==> config.mk <==
export PLATFORM = sky130hd
export DESIGN_NAME = dpra_top
export DESIGN_NICKNAME = d
export VERILOG_FILES = /design/src/dpra_pkg.sv /design/src/dpra_top.sv
export SDC_FILE = /design/constraint.sdc
export NUM_CORES = 1
export LEC_CHECK = 0
export BUFFER_PORTS_ARGS = -buffer_cell sky130_fd_sc_hd__buf_2
export CAP_MARGIN = 20
export CORE_ASPECT_RATIO = 0.5
export CORE_UTILIZATION = 51
export CTS_CLUSTER_DIAMETER = 100
export DETAILED_ROUTE_END_ITERATION = 6
export HOLD_SLACK_MARGIN = 0.05
export PLACE_DENSITY = 0.85
export SLEW_MARGIN = 30
export SYNTH_ARGS = -nofsm -noshare
export SYNTH_HDL_FRONTEND = slang
export SYNTH_SLANG_ARGS = --single-unit
export TNS_END_PERCENT = 100
==> constraint.sdc <==
create_clock -name clk_i -period 2.28 [get_ports clk_i]
set_input_delay 0.342 -clock clk_i [delete_from_list [all_inputs] [get_ports clk_i]]
set_output_delay 0.342 -clock clk_i [all_outputs]
set_load 0.03 [all_outputs]
==> src/dpra_pkg.sv <==
// Constants, state codes and carrier types for the dual-port RAM arbiter.
// Assumes a single 20 MHz board clock and a synchronous active-low reset.
// Behaviour
// - Shared bus always in one of three states
// - Idle means local side owns, not using
// - Local RAM request moves idle to local-busy
// - Local completion returns control to local-idle
// - System request moves idle to system-busy
// - System access lasts 150 ns minimum
// - Local off-board access leaves shared bus idle
// - Off-board transfer adds 200 ns overhead
// - Pure local activity needs no outer bus
// - DRAM controller: idle, write, read, refresh
// - Idle controller watches requests, counts toward refresh
// - Refresh requested and generated internally
// - Row strobe, column strobe, 8-bit multiplexed address
// - Window decode forms high RAM address bits
// - Window hit only for in-window system addresses
// - Every local on-board access gets wait states
// - RAM select with memory command starts arbitration
// - Slave mode only without local access
// - Local gate passes local command during access
package dpra_pkg;

  localparam int CLK_NS         = 50;
  localparam int SYS_MIN_NS     = 150;
  localparam int SYS_MIN_CYC    = (SYS_MIN_NS + CLK_NS - 1) / CLK_NS;
  localparam int OFFBUS_OVH_NS  = 200;
  localparam int OFFBUS_OVH_CYC = (OFFBUS_OVH_NS + CLK_NS - 1) / CLK_NS;
  localparam int LOC_WAIT_NS    = 50;
  localparam int LOC_WAIT_CYC   = (LOC_WAIT_NS + CLK_NS - 1) / CLK_NS;
  localparam int DRAM_CYCLE_NS  = 200;
  localparam int DRAM_CYCLE_CYC = (DRAM_CYCLE_NS + CLK_NS - 1) / CLK_NS;
  localparam int REFRESH_NS     = 15000;
  localparam int REFRESH_CYC    = REFRESH_NS / CLK_NS;

  localparam logic [2:0] SYS_LAST     = 3'(SYS_MIN_CYC - 1);
  localparam logic [2:0] OVH_LAST     = 3'(OFFBUS_OVH_CYC - 1);
  localparam logic [2:0] WAIT_LAST    = 3'(LOC_WAIT_CYC - 1);
  localparam logic [2:0] DRAM_LAST    = 3'(DRAM_CYCLE_CYC - 1);
  localparam logic [2:0] CAS_PHASE    = 3'h1;
  localparam logic [8:0] REFRESH_LAST = 9'(REFRESH_CYC - 1);

  // Window decode: 16K-word blocks, RAM block bits above bit 13
  localparam int BLK_LSB = 14;

  typedef enum logic [2:0] {
    ARB_LOC_IDLE = 3'b001,
    ARB_LOC_BUSY = 3'b010,
    ARB_SYS_BUSY = 3'b100
  } dpra_arb_t;

  typedef enum logic [3:0] {
    DR_IDLE    = 4'b0001,
    DR_WRITE   = 4'b0010,
    DR_READ    = 4'b0100,
    DR_REFRESH = 4'b1000
  } dpra_dram_t;

  typedef struct packed {
    logic        mem_cmd;
    logic        ram_access;
    logic        offbus;
    logic        wr;
    logic [15:0] addr;
  } dpra_loc_t;

  typedef struct packed {
    logic        rd_n;
    logic        wr_n;
    logic [19:0] addr;
  } dpra_sys_t;

  typedef struct packed {
    logic [5:0] base;
    logic [1:0] size;
  } dpra_cfg_t;

  typedef struct packed {
    logic       ras_n;
    logic       cas_n;
    logic       we_n;
    logic [7:0] addr;
  } dpra_dram_bus_t;

  localparam dpra_sys_t      SYS_RST  = '{rd_n: 1'b1, wr_n: 1'b1, addr: 20'h00000};
  localparam dpra_cfg_t      CFG_RST  = '{base: 6'h00, size: 2'h0};
  localparam dpra_dram_bus_t DRAM_RST = '{ras_n: 1'b1, cas_n: 1'b1, we_n: 1'b1, addr: 8'h00};

endpackage : dpra_pkg

==> src/dpra_top.sv <==
// Dual-port DRAM arbiter: ownership machine, window decode, DRAM strobes.
// Local bus runs on clk_i; system bus, straps and exchange ack are pins.
`timescale 1ns/100ps
module dpra_top
  import dpra_pkg::*;
(
  input  wire logic           clk_i,
  input  wire logic           rst_b_i,
  input  wire dpra_loc_t      loc_i,
  output logic                loc_ready_o,
  output logic                ext_req_o,
  input  wire logic           ext_ack_i,
  input  wire dpra_sys_t      sys_i,
  input  wire dpra_cfg_t      cfg_i,
  output logic                sys_xack_o,
  output logic                window_hit_request_o,
  output logic                shared_ram_select_n_o,
  output logic                local_command_gate_n_o,
  output logic                slave_cmd_gate_n_o,
  output dpra_dram_bus_t      dram_o,
  output dpra_arb_t           arb_state_o,
  output dpra_dram_t          dram_state_o
);

  // Two-stage synchronisers for everything arriving from pins
  dpra_sys_t      sys_s1_q;
  dpra_sys_t      sys_s2_q;
  dpra_cfg_t      cfg_s1_q;
  dpra_cfg_t      cfg_s2_q;
  logic           ack_s1_q;
  logic           ack_s2_q;

  dpra_arb_t      arb_q;
  dpra_arb_t      arb_d;
  dpra_dram_t     dr_q;
  dpra_dram_t     dr_d;

  logic [2:0]     phase_q;
  logic [8:0]     ref_cnt_q;
  logic           ref_pend_q;
  logic [7:0]     ref_row_q;
  logic [15:0]    cyc_addr_q;
  logic           acc_started_q;
  logic           dram_done_q;
  logic [2:0]     sys_cnt_q;
  logic [2:0]     loc_cnt_q;
  logic           loc_done_q;
  logic           loc_ready_q;
  logic           ext_req_q;
  logic           sys_xack_q;
  logic           hit_q;
  logic           sel_n_q;
  logic           lgate_n_q;
  logic           sgate_n_q;
  dpra_dram_bus_t dram_q;

  logic [5:0]     blk_diff;
  logic           in_window;
  logic           sys_cmd;
  logic           sys_hit;
  logic [15:0]    win_addr;
  logic           loc_act;
  logic           loc_ram_req;
  logic           loc_off_req;
  logic           loc_on_req;
  logic           acc_req;
  logic           acc_wr;
  logic [15:0]    acc_addr;
  logic           loc_ready_set;

  always_ff @(posedge clk_i) begin
    if (!rst_b_i) begin
      sys_s1_q <= SYS_RST;
      sys_s2_q <= SYS_RST;
      cfg_s1_q <= CFG_RST;
      cfg_s2_q <= CFG_RST;
      ack_s1_q <= 1'b0;
      ack_s2_q <= 1'b0;
    end else begin
      sys_s1_q <= sys_i;
      sys_s2_q <= sys_s1_q;
      cfg_s1_q <= cfg_i;
      cfg_s2_q <= cfg_s1_q;
      ack_s1_q <= ext_ack_i;
      ack_s2_q <= ack_s1_q;
    end
  end

  // Window decode: block offset from the strapped base selects RAM block
  always_comb begin
    blk_diff  = sys_s2_q.addr[19:BLK_LSB] - cfg_s2_q.base;
    in_window = blk_diff <= {4'h0, cfg_s2_q.size};
    sys_cmd   = !sys_s2_q.rd_n || !sys_s2_q.wr_n;
    sys_hit   = sys_cmd && in_window;
    win_addr  = {blk_diff[1:0], sys_s2_q.addr[BLK_LSB-1:0]};
  end

  // Local request classification
  always_comb begin
    loc_act     = loc_i.mem_cmd && !loc_done_q;
    loc_ram_req = loc_act && loc_i.ram_access;
    loc_off_req = loc_act && !loc_i.ram_access && loc_i.offbus;
    loc_on_req  = loc_act && !loc_i.ram_access && !loc_i.offbus;
  end

  // Ownership machine
  always_comb begin
    arb_d = arb_q;
    unique case (arb_q)
      ARB_LOC_IDLE: begin
        if (loc_ram_req) begin
          arb_d = ARB_LOC_BUSY;
        end else if (sys_hit) begin
          arb_d = ARB_SYS_BUSY;
        end
      end
      ARB_LOC_BUSY: begin
        if (dram_done_q) begin
          arb_d = ARB_LOC_IDLE;
        end
      end
      ARB_SYS_BUSY: begin
        if (sys_xack_q && sys_cnt_q == SYS_LAST && !sys_cmd) begin
          arb_d = ARB_LOC_IDLE;
        end
      end
      default: begin
        arb_d = ARB_LOC_IDLE;
      end
    endcase
  end

  always_ff @(posedge clk_i) begin
    if (!rst_b_i) begin
      arb_q <= ARB_LOC_IDLE;
    end else begin
      arb_q <= arb_d;
    end
  end

  // Minimum occupancy count for a system-bus owner
  always_ff @(posedge clk_i) begin
    if (!rst_b_i) begin
      sys_cnt_q <= 3'h0;
    end else if (arb_q != ARB_SYS_BUSY) begin
      sys_cnt_q <= 3'h0;
    end else if (sys_cnt_q != SYS_LAST) begin
      sys_cnt_q <= sys_cnt_q + 3'h1;
    end
  end

  // One DRAM cycle per ownership; started flag blocks a second issue
  always_comb begin
    acc_req  = (arb_q != ARB_LOC_IDLE) && !acc_started_q;
    acc_wr   = (arb_q == ARB_SYS_BUSY) ? !sys_s2_q.wr_n : loc_i.wr;
    acc_addr = (arb_q == ARB_SYS_BUSY) ? win_addr : loc_i.addr;
  end

  always_ff @(posedge clk_i) begin
    if (!rst_b_i) begin
      acc_started_q <= 1'b0;
    end else if (arb_d == ARB_LOC_IDLE) begin
      acc_started_q <= 1'b0;
    end else if (acc_req && dr_q == DR_IDLE && !ref_pend_q) begin
      acc_started_q <= 1'b1;
    end
  end

  // System exchange acknowledge held until the master drops its command
  always_ff @(posedge clk_i) begin
    if (!rst_b_i) begin
      sys_xack_q <= 1'b0;
    end else if (arb_q != ARB_SYS_BUSY) begin
      sys_xack_q <= 1'b0;
    end else if (dram_done_q) begin
      sys_xack_q <= 1'b1;
    end
  end

  // Refresh timer runs in every state; pending set wins over its clear
  always_ff @(posedge clk_i) begin
    if (!rst_b_i) begin
      ref_cnt_q  <= 9'h000;
      ref_pend_q <= 1'b0;
    end else begin
      ref_cnt_q <= (ref_cnt_q == REFRESH_LAST) ? 9'h000 : ref_cnt_q + 9'h001;
      if (ref_cnt_q == REFRESH_LAST) begin
        ref_pend_q <= 1'b1;
      end else if (dr_q == DR_IDLE && dr_d == DR_REFRESH) begin
        ref_pend_q <= 1'b0;
      end
    end
  end

  // DRAM controller state
  always_comb begin
    dr_d = dr_q;
    unique case (dr_q)
      DR_IDLE: begin
        if (ref_pend_q) begin
          dr_d = DR_REFRESH;
        end else if (acc_req) begin
          dr_d = acc_wr ? DR_WRITE : DR_READ;
        end
      end
      DR_WRITE, DR_READ, DR_REFRESH: begin
        if (phase_q == DRAM_LAST) begin
          dr_d = DR_IDLE;
        end
      end
      default: begin
        dr_d = DR_IDLE;
      end
    endcase
  end

  always_ff @(posedge clk_i) begin
    if (!rst_b_i) begin
      dr_q <= DR_IDLE;
    end else begin
      dr_q <= dr_d;
    end
  end

  always_ff @(posedge clk_i) begin
    if (!rst_b_i) begin
      phase_q <= 3'h0;
    end else if (dr_q == DR_IDLE || phase_q == DRAM_LAST) begin
      phase_q <= 3'h0;
    end else begin
      phase_q <= phase_q + 3'h1;
    end
  end

  // Cycle address latched at start; refresh row advances per refresh
  always_ff @(posedge clk_i) begin
    if (!rst_b_i) begin
      cyc_addr_q <= 16'h0000;
      ref_row_q  <= 8'h00;
    end else begin
      if (dr_q == DR_IDLE && (dr_d == DR_WRITE || dr_d == DR_READ)) begin
        cyc_addr_q <= acc_addr;
      end
      if (dr_q == DR_REFRESH && phase_q == DRAM_LAST) begin
        ref_row_q <= ref_row_q + 8'h01;
      end
    end
  end

  always_ff @(posedge clk_i) begin
    if (!rst_b_i) begin
      dram_done_q <= 1'b0;
    end else begin
      dram_done_q <= (dr_q == DR_WRITE || dr_q == DR_READ) && phase_q == DRAM_LAST;
    end
  end

  // Strobes: row first, column from CAS_PHASE, both released in last phase
  always_ff @(posedge clk_i) begin
    if (!rst_b_i) begin
      dram_q <= DRAM_RST;
    end else begin
      dram_q.ras_n <= (dr_q == DR_IDLE) || phase_q == DRAM_LAST;
      dram_q.cas_n <= !((dr_q == DR_WRITE || dr_q == DR_READ) &&
                        phase_q >= CAS_PHASE && phase_q != DRAM_LAST);
      dram_q.we_n  <= (dr_q != DR_WRITE);
      if (dr_q == DR_REFRESH) begin
        dram_q.addr <= ref_row_q;
      end else if (phase_q >= CAS_PHASE) begin
        dram_q.addr <= cyc_addr_q[7:0];
      end else begin
        dram_q.addr <= cyc_addr_q[15:8];
      end
    end
  end

  // Local wait-state and off-board overhead counter
  always_ff @(posedge clk_i) begin
    if (!rst_b_i) begin
      loc_cnt_q <= 3'h0;
    end else if (!(loc_on_req || loc_off_req)) begin
      loc_cnt_q <= 3'h0;
    end else if (loc_cnt_q != 3'h7) begin
      loc_cnt_q <= loc_cnt_q + 3'h1;
    end
  end

  // Off-board request raised only after the overhead, shared bus untouched
  always_ff @(posedge clk_i) begin
    if (!rst_b_i) begin
      ext_req_q <= 1'b0;
    end else if (!loc_off_req || loc_ready_set) begin
      ext_req_q <= 1'b0;
    end else if (loc_cnt_q >= OVH_LAST) begin
      ext_req_q <= 1'b1;
    end
  end

  always_comb begin
    loc_ready_set = (arb_q == ARB_LOC_BUSY && dram_done_q) ||
                    (loc_on_req && loc_cnt_q > WAIT_LAST) ||
                    (loc_off_req && ext_req_q && ack_s2_q);
  end

  // One ready pulse per command; a new one needs the command to drop
  always_ff @(posedge clk_i) begin
    if (!rst_b_i) begin
      loc_ready_q <= 1'b0;
      loc_done_q  <= 1'b0;
    end else begin
      loc_ready_q <= loc_ready_set;
      if (loc_ready_set) begin
        loc_done_q <= 1'b1;
      end else if (!loc_i.mem_cmd) begin
        loc_done_q <= 1'b0;
      end
    end
  end

  // Registered gates follow the next ownership state
  always_ff @(posedge clk_i) begin
    if (!rst_b_i) begin
      hit_q     <= 1'b0;
      sel_n_q   <= 1'b1;
      lgate_n_q <= 1'b1;
      sgate_n_q <= 1'b1;
    end else begin
      hit_q     <= sys_hit;
      sel_n_q   <= (arb_d == ARB_LOC_IDLE);
      lgate_n_q <= (arb_d != ARB_LOC_BUSY);
      sgate_n_q <= (arb_d != ARB_SYS_BUSY);
    end
  end

  assign loc_ready_o            = loc_ready_q;
  assign ext_req_o              = ext_req_q;
  assign sys_xack_o             = sys_xack_q;
  assign window_hit_request_o   = hit_q;
  assign shared_ram_select_n_o  = sel_n_q;
  assign local_command_gate_n_o = lgate_n_q;
  assign slave_cmd_gate_n_o     = sgate_n_q;
  assign dram_o                 = dram_q;
  assign arb_state_o            = arb_q;
  assign dram_state_o           = dr_q;

endmodule : dpra_top

# After elaboration in Yosys (flattened, before gate mapping)
# Cells that the tools add are included.
# Widths: inputs -> output; s select.
# classes
addsub	6
n_eq_ne	23
bitwise	1
mux	18
n_reduce_logical	47
magnitude_cmp	4
# ops
op	count
$logic_and 1x1->1	21
$mux 16	1
$mux 8	2
$mux 3	5
$mux 4	3
$logic_not 1->1	10
$reduce_or 2->1	5
$add 3x1->3 const B	3
$add 9x1->9 const B	1
$eq 3x2->1 const B	3
$eq 9x9->1 const B	1
$ne 3x2->1 const B	3
$ne 3x3->1 const B	3
$pmux 3 s3	1
$add 8x1->8 const B	1
$eq 4x2->1 const B	2
$eq 4x3->1 const B	2
$eq 4x4->1 const B	2
$logic_or 1x1->1	8
$pmux 4 s2	1
$eq 3x1->1 const B	2
$le 6x2->1	1
$sub 6x6->6	1
$mux 1	5
other kinds (12)	12
# totals
register_bits	133
output_inout_bits	25
inputBits	53

# Depth between registers and ports, before layout
# Gate-level depths: netlist (run 1).
# depth
depth_word	10
depth_mapped	10
depth_no_buf	10

# Least setup slack after synthesis (run 1)
# OpenSTA, ideal clock, no wires.
# synth_timing
path_kind	register to register
from	register sys_s2_q[14] (netlist bit)
to	register sgate_n_q, in the netlist slave_cmd_gate_n_o
synth_period_minus_slack_ps	2184
path_stages_with_launch	11
required_time_ps	2148
setup_slack_ps	96
path_buffers	0
arrival_time_ps	2052
path_cell_list	dfxtp_1 inv_1 ha_1 fa_1 inv_1 ha_1 nor2b_1 o21ai_0 o311a_1 and3_1 a32oi_1
# synth_between
elab_chain_len	7
# synth_rtl
item	line_no	rtl
from (decl)	dpra_top.sv:27	dpra_sys_t sys_s2_q;
from (signal assigned)	dpra_top.sv:81	sys_s2_q <= sys_s1_q;
$sub 6x6->6	dpra_top.sv:91	blk_diff = sys_s2_q.addr[19:BLK_LSB] - cfg_s2_q.base;
$le 6x2->1	dpra_top.sv:92	in_window = blk_diff <= {4'h0, cfg_s2_q.size};
$logic_and 1x1->1	dpra_top.sv:94	sys_hit = sys_cmd && in_window;
$mux 3	dpra_top.sv:113	end else if (sys_hit) begin
$mux 3	dpra_top.sv:111	if (loc_ram_req) begin
$pmux 3 s3	dpra_top.sv:109	unique case (arb_q)
$ne 3x3->1	dpra_top.sv:331	sgate_n_q <= (arb_d != ARB_SYS_BUSY);
to (signal assigned)	dpra_top.sv:331	
to (decl)	dpra_top.sv:54	logic sgate_n_q;
# Every way passes these cells.
# A chain may end at the register's enable or synchronous reset.

# Final worst setup path (run 1)
# layout_timing
from	register sys_s2_q[14] (netlist bit)
to	register arb_q[2], in the netlist arb_state_o[2]
# layout_between
elab_chain_len	6
# layout_rtl
item	line_no	rtl
$sub 6x6->6	dpra_top.sv:91	
$le 6x2->1	dpra_top.sv:92	
$logic_and 1x1->1	dpra_top.sv:94	
$mux 3	dpra_top.sv:113	
$mux 3	dpra_top.sv:111	
$pmux 3 s3	dpra_top.sv:109	
to (signal assigned)	dpra_top.sv:137	arb_q <= arb_d;
to (decl)	dpra_top.sv:33	dpra_arb_t arb_q;
# Every way passes these cells.

==> metrics, run 1 <==
Final Skew 0.00572 ns; GRT Residual Overflow 0; power per cell area ~1000 nW/µm²; top routing layer used met4; count of unresolved DRC violations after routing 0; highest achievable clock rate 453 MHz; final net count 661; number of endpoints failing setup at the final stage 0; die area 10400 µm²; Final Critical Period 2.21 ns; fraction of final layout cells sized beyond drive strength 1 22.6%; required time reported for the critical path endpoint between 2 and 3 ns; result of the run finished clean; synthesized area divided by synthesized cell count 10.0 µm²; Critical Path Start sys_s2_q[14]; share of synthesized area occupied by flip-flops and latches a little over half; TritonCTS clock tree built; share of async-settable or async-resettable flops after synthesis 0%; Cell Count, Final, Fillers Out 737; Setup crit end kind register; dominant cell type by area after synthesis dfxtp_1; pin count of the biggest net entering global routing 89; row cnt 25; Syn Nets 579; total via count in the routed design 3700; beginning of the worst register-to-register path sys_s2_q[14]; setup repair after global routing missed its margin false; Port-buffer cells 77; Sum Neg Setup Slack 0 ns; area share of the leading cell type in the synthesized netlist 52.4%; met3 routed wirelength 531 µm; sum of buffers and inverters on the critical path 2; Critical Path Source Type register; measured slew at the worst slew-check pin 0.697 ns; post-route met1 wirelength roughly 4500 µm; number of antenna violations at the first check in global routing 0; library cell used as clock root buffer clkbuf_16; via count of the first global-routing pass 3685; Yosys Warn Count 0; via density per instance 5.02; arrival time reported for the critical path endpoint around 2.5 ns; HPWL reported at the end of detailed placement 6390 µm; Tot Pwr 6.30 mW; combined area of all synthesized cells slightly above 5000 µm²; placed cell areas 5590 µm²; worst hold path class in2reg; Area contributors post-synth dfxtp_1 (52%), and2_1 (8.4%), o211a_1 (4.7%); initial cell density of the core 53.1%; Hold Crit Start sys_i[21]; Inst Count DP 702; number of buffers on the longest clock path 2; Starting DRT DRC Count between 150 and 200; detailed-routing iteration count for the pre-antenna-repair pass 4; worst-case vdd ir drop roughly 0.00067 V; family with the most delay on the worst path adder cells; Clock Sinks approximately 130; Critical Path Max Stage Delay 0.51 ns; combined global-route utilization of all metal layers roughly a fifth; area of the core region 9570 µm²; H-tree lvl count 4; count of state elements after synthesis 133; final count of hold timing violations 0; clock slew seen by the registers of the worst setup and hold paths roughly 0.060 ns; Placer Congestion between 0.7 and 0.8; predominant post-synthesis flop cell dfxtp_1; Leakage Power 3.06 nW; global-route wire length before repair 16300 µm; maximum fanout encountered on the critical timing path 5; worst setup path category reg2reg; DIE WIDTH approximately 140 µm; Inserted Diodes 0; gate count of the mapped netlist between 500 and 600; final worst path period share 96.7%; wire per inst 13.4 µm; number of buffers inserted for hold repair after clock tree synthesis 0; final count of pins violating max slew 0; post-synthesis cell type count 53; final WL between 9000 and 10000 µm; cts bufs inserted 17; height of the die roughly 73 µm; area of all placed cells without fillers between 6000 and 7000 µm²; ANT nets after route 0; slew margin rel. 53.4%; area added between synthesis and finish 24.7%; max-cap violations 0; worst path cell trace inv_2 -> ha_4 -> fa_1 -> inv_2 -> ha_4 -> nor2b_4 -> o21ai_1 -> o311a_1 -> and3_4 -> a32o_1; number of flops mapped to enable cells by yosys 0; met2 wire length 4700 µm; Boundary Pins 78; worst skew pair latency around 0.42 ns; library cell contributing the largest single delay on the critical path fa_1
==> cell usage in the layout (no fill, tap or decap), drive strengths merged, types with 9 or more instances in the layout <==
cell type	n
clkbuf	18
and3	13
and2	68
ha	18
buf	84
inv	21
xor2	9
nor2	33
o211a	24
dfxtp	133
a21oi	9
nand2	52
mux2i	10
xnor2	11
nand3	24
==> flip-flops by register name, indices dropped and copies added (netlist names), 4 cells and up <==
| signal | cells |
|---|---|
| cfg_s1_q | 8 |
| cyc_addr_q | 16 |
| sys_s2_q | 22 |
| ref_row_q | 8 |
| dram_state_o | 4 |
| sys_s1_q | 22 |
| ref_cnt_q | 9 |
| cfg_s2_q | 8 |
| dram_o | 11 |
==> cells in the mapped netlist (2+ instances only) <==
cell / n
dfxtp_1: 133
and2_1: 68
nand2_1: 51
nor2_1: 32
nand3_1: 24
o211a_1: 24
ha_1: 18
inv_1: 17
clkbuf_1: 15
and3_1: 13
xnor2_1: 11
mux2i_1: 10
a21oi_1: 9
xor2_1: 9
nand2b_1: 7
nor2b_1: 7
o21ai_0: 6
a21boi_0: 4
o211ai_1: 4
a22oi_1: 3
buf_4: 3
nand3b_1: 3
buf_2: 2
nor3_1: 2
nor3b_1: 2
o21a_1: 2
o22ai_1: 2
==> cell families (layout without fill, tap and decap cells) <==
group                      Yosys count  count (layout)  share of synthesized area (%)
AOI/OAI and AO/OA                   65              65                           10.4
xor gates and xnor gates            20              20                           3.45
adders and majority gates           19              19                           4.82
buffers and inverters               38             133                           3.08
DFF                                133             133                           52.4
muxes                               10              10                           1.97
and+or+nand+nor                    222             222                           23.9
==> per-stage QoR <==
step                hold slack (ns)  worst slack (ns)  util [%]
floorplan                     0.386            0.0960         -
finish                        0.111            0.0745      66.2
global route                 0.0992            0.0100      66.2
CTS                          0.0963           -0.0566      65.9
detailed placement            0.411           -0.0863      58.4
global placement              0.397       -0.00000711      58.4
==> timing repair <==
| action | CTS | global route |
|---|---|---|
| pin swaps | 7 | 4 |
| gates resized for setup | 7 | 3 |
| setup endpoints to repair | 5 | 6 |
| setup buffers | 2 | 1 |
==> final cells by class <==
| cell class | instances | area, µm² |
|---|---|---|
| clock inverters | 14 | 245 |
| clock buffers | 18 | 439 |
| inverters | 17 | 63.8 |
| well taps | 135 | 169 |
| fillers | 732 | 3230 |
| multi-input cells | 336 | 2310 |
| repair buffers | 84 | 450 |
| flip-flops and latches | 133 | 2660 |
==> worst reg2reg max path, delay by kind of cell, from the launching register on <==
kind / cells / cell delay (ns)
compound gates: 3 / 0.43
fa+ha+maj: 3 / 0.92
buf+inv: 2 / 0.09
flops: 1 / 0.32
simple gates: 2 / 0.33
==> per-layer routing <==
metal / track usage [%] / vias to the layer above
li1: - / 1877
met1: 24.1 / 1732
met2: 35.2 / 75
met3: 6.96 / 16
met4: 10.5 / 0
met5: 0 / -
==> where the power goes <==
group,internal [mW],switching [mW],total (mW)
sequential,2.47,0.0774,2.55
combinational,0.272,0.343,0.615
clock,2.09,1.04,3.14
total,4.84,1.46,6.30
==> final timing paths <==
check | to | slack, ns | cells after the start
worst max-delay path | arb_state_o[2] | 0.07 | 10
worst max register to register | arb_state_o[2] | 0.07 | 10
worst min-delay path | sys_s1_q[21] | 0.11 | 2
worst min register to register | sys_s2_q[21] | 0.42 | 1
(Power assumes the default switching activity.)
==> run 2: changes to the inputs <==
--- a/config.mk
+++ b/config.mk
@@ -5,7 +5,7 @@
 export SDC_FILE = /design/constraint.sdc
 export NUM_CORES = 1
 export LEC_CHECK = 0
-export BUFFER_PORTS_ARGS = -buffer_cell sky130_fd_sc_hd__buf_2
+export BUFFER_PORTS_ARGS = -buffer_cell sky130_fd_sc_hd__buf_4
 export CAP_MARGIN = 20
 export CORE_ASPECT_RATIO = 0.5
 export CORE_UTILIZATION = 51
==> metrics, run 2 (synthesis results as in run 1) <==
area of the core region 9570 µm²; area added between synthesis and finish 26.5%; final net count between 600 and 700; Inserted Diodes 0; combinational share of power 10.8%; worst setup timing slack at the placement stage -0.0353 ns; Cell Count, Final, Fillers Out 734; highest achievable clock rate 442 MHz; Worst Hold Slack 0.109 ns; family with the most delay on the worst path adder cells; detailed-routing iteration count for the pre-antenna-repair pass 4; Clock Sinks 133; library cell contributing the largest single delay on the critical path fa_1; Boundary Pins 78; Hold Crit Depth 2; max-cap violations 0; die area ~10000 µm²; Setup crit end kind register; Critical R2R Capture arb_state_o[2]; worst setup path category reg2reg; Port-buffer cells just under 80; final WL 9810 µm; Critical Path Source Type register; height of the die 72.6 µm; Placer Congestion 0.767; HPWL reported at the end of detailed placement 6280 µm; number of antenna violations at the first check in global routing 0; final worst path period share between 90% and 100%; Final Worst Setup Slack around 0.02 ns; fraction of final layout cells sized beyond drive strength 1 21.0%; number of buffers on the longest clock path 2; top library cells by usage in the layout, fill and taps aside dfxtp_1 (133), buf_4 (81), and2_1 (68); Inst Count DP 702; cts bufs inserted 17; Filler cells 748; library cell used as clock root buffer clkbuf_16; final count of pins violating max slew 0; sum of buffers and inverters on the critical path 2; TritonCTS clock tree built; Critical Path Max Stage Delay roughly 0.54 ns; worst path cell trace inv_1 -> ha_4 -> fa_1 -> inv_2 -> ha_4 -> nor2b_1 -> o21ai_1 -> o311a_1 -> and3_4 -> a32o_1; total via count in the routed design 3649; destination of the worst hold path sys_s1_q[20]; worst skew pair latency 0.42 ns; measured slew at the worst slew-check pin between 0.6 and 0.7 ns; GRT Residual Overflow 0; H-tree lvl count 4; internal power 4.60 mW; DIE WIDTH 143 µm; required time reported for the critical path endpoint 2.59 ns; number of endpoints failing setup at the final stage 0; via density per instance 4.97; clock slew seen by the registers of the worst setup and hold paths 0.06 ns; Hold Crit Start sys_i[20]; Starting DRT DRC Count roughly 220; switching pwr 1.40 mW; Final Critical Period roughly 2.3 ns; via count of the first global-routing pass 3492; library cell appearing most often on the critical path ha_4; count of unresolved DRC violations after routing 0; beginning of the worst register-to-register path sys_s2_q[14]; power per cell area 933 nW/µm²; number of buffers inserted for hold repair after clock tree synthesis 0; FF-to-FF setup slack 0.02 ns; biggest regs sys_s1_q: 22 flops, sys_s2_q: 22 flops, cyc_addr_q: 16 flops; relative contribution of the clock network to total power 46.6%; Sw Share 23.3%; Final Skew 0.00734 ns; depth of the worst register-to-register path 10; initial cell density of the core 53.1%; Tot Pwr ~6 mW; worst-case vdd ir drop 0.000582 V; wire per inst 13.4 µm; slew margin rel. 54.2%; Leakage Power 3.05 nW; most common library cell in the layout ignoring fill and taps dfxtp_1; maximum fanout encountered on the critical timing path 5; arrival time reported for the critical path endpoint 2.57 ns; worst hold path class in2reg; combined global-route utilization of all metal layers approximately a fifth; row cnt 25; global-route wire length before repair approximately 16000 µm; result of the run finished clean; pin count of the biggest net entering global routing 80; final count of hold timing violations 0; Seq pwr share a little over two fifths; ANT nets after route 0
[run 2: stage by stage]
stage          util (%)  setup TNS [ns]  area (µm²)
6_report           67.2               0        6430
5_1_grt            67.2         -0.0602        6430
4_1_cts            66.8         -0.0282        6390
3_5_place_dp       60.4         -0.0465        5790
3_3_place_gp       60.4               0        5790
2_1_floorplan         -               0        5080
[run 2: cell type report]
| cell class | instances | area (µm²) | area share (%) |
|---|---|---|---|
| Inverter | 17 | 63.8 | 0.993 |
| Clock inverter | 9 | 154 | 2.39 |
| Timing Repair Buffer | 82 | 628 | 9.77 |
| Clock buffer | 22 | 444 | 6.91 |
| Sequential cell | 133 | 2660 | 41.4 |
| Tap cell | 135 | 169 | 2.63 |
| Multi-Input combinational cell | 336 | 2310 | 35.9 |
[run 2: how the worst max path moves through the flow]
stage / start / endpoint / slack [ns] / cells after the start
floorplan: sys_s2_q[14] / slave_cmd_gate_n_o / 0.1 / 10
global placement: sys_s2_q[14] / slave_cmd_gate_n_o / 0.006 / 10
detailed placement: sys_s2_q[14] / slave_cmd_gate_n_o / -0.04 / 10
CTS: sys_s2_q[14] / slave_cmd_gate_n_o / -0.02 / 10
global route: sys_s2_q[14] / arb_state_o[2] / -0.04 / 10
finish: sys_s2_q[14] / arb_state_o[2] / 0.02 / 10
[run 2: power groups by stage]
stage,Combinational (mW),Sequential (mW),Clock (mW)
2_1_floorplan,0.370,2.65,0
3_3_place_gp,0.617,2.60,0
3_5_place_dp,0.626,2.60,0
4_1_cts,0.642,2.55,2.83
5_1_grt,0.718,2.57,2.93
6_report,0.650,2.55,2.80
[run 2: worst register-to-register path, stage by stage (launching register included)]
cell and delay [ns]:
dfxtp_1 0.30, inv_1 0.06, ha_4 0.16, fa_1 0.54, inv_2 0.06, ha_4 0.26, nor2b_1 0.13, o21ai_1 0.07
o311a_1 0.13, and3_4 0.21, a32o_1 0.24
[run 2: layer usage]
layer	routed length [µm]	up-vias	track usage (%)
li1	-	1865	-
met1	4490	1694	23.8
met2	4670	74	34.5
met4	170	0	9.80
met3	474	16	6.50
met5	0	-	0
[run 2: what timing repair did]
action,4_1_cts,5_1_grt
setup buffers,0,1
resized for setup,3,4
pin swaps,4,1
setup endpoints to repair,5,5
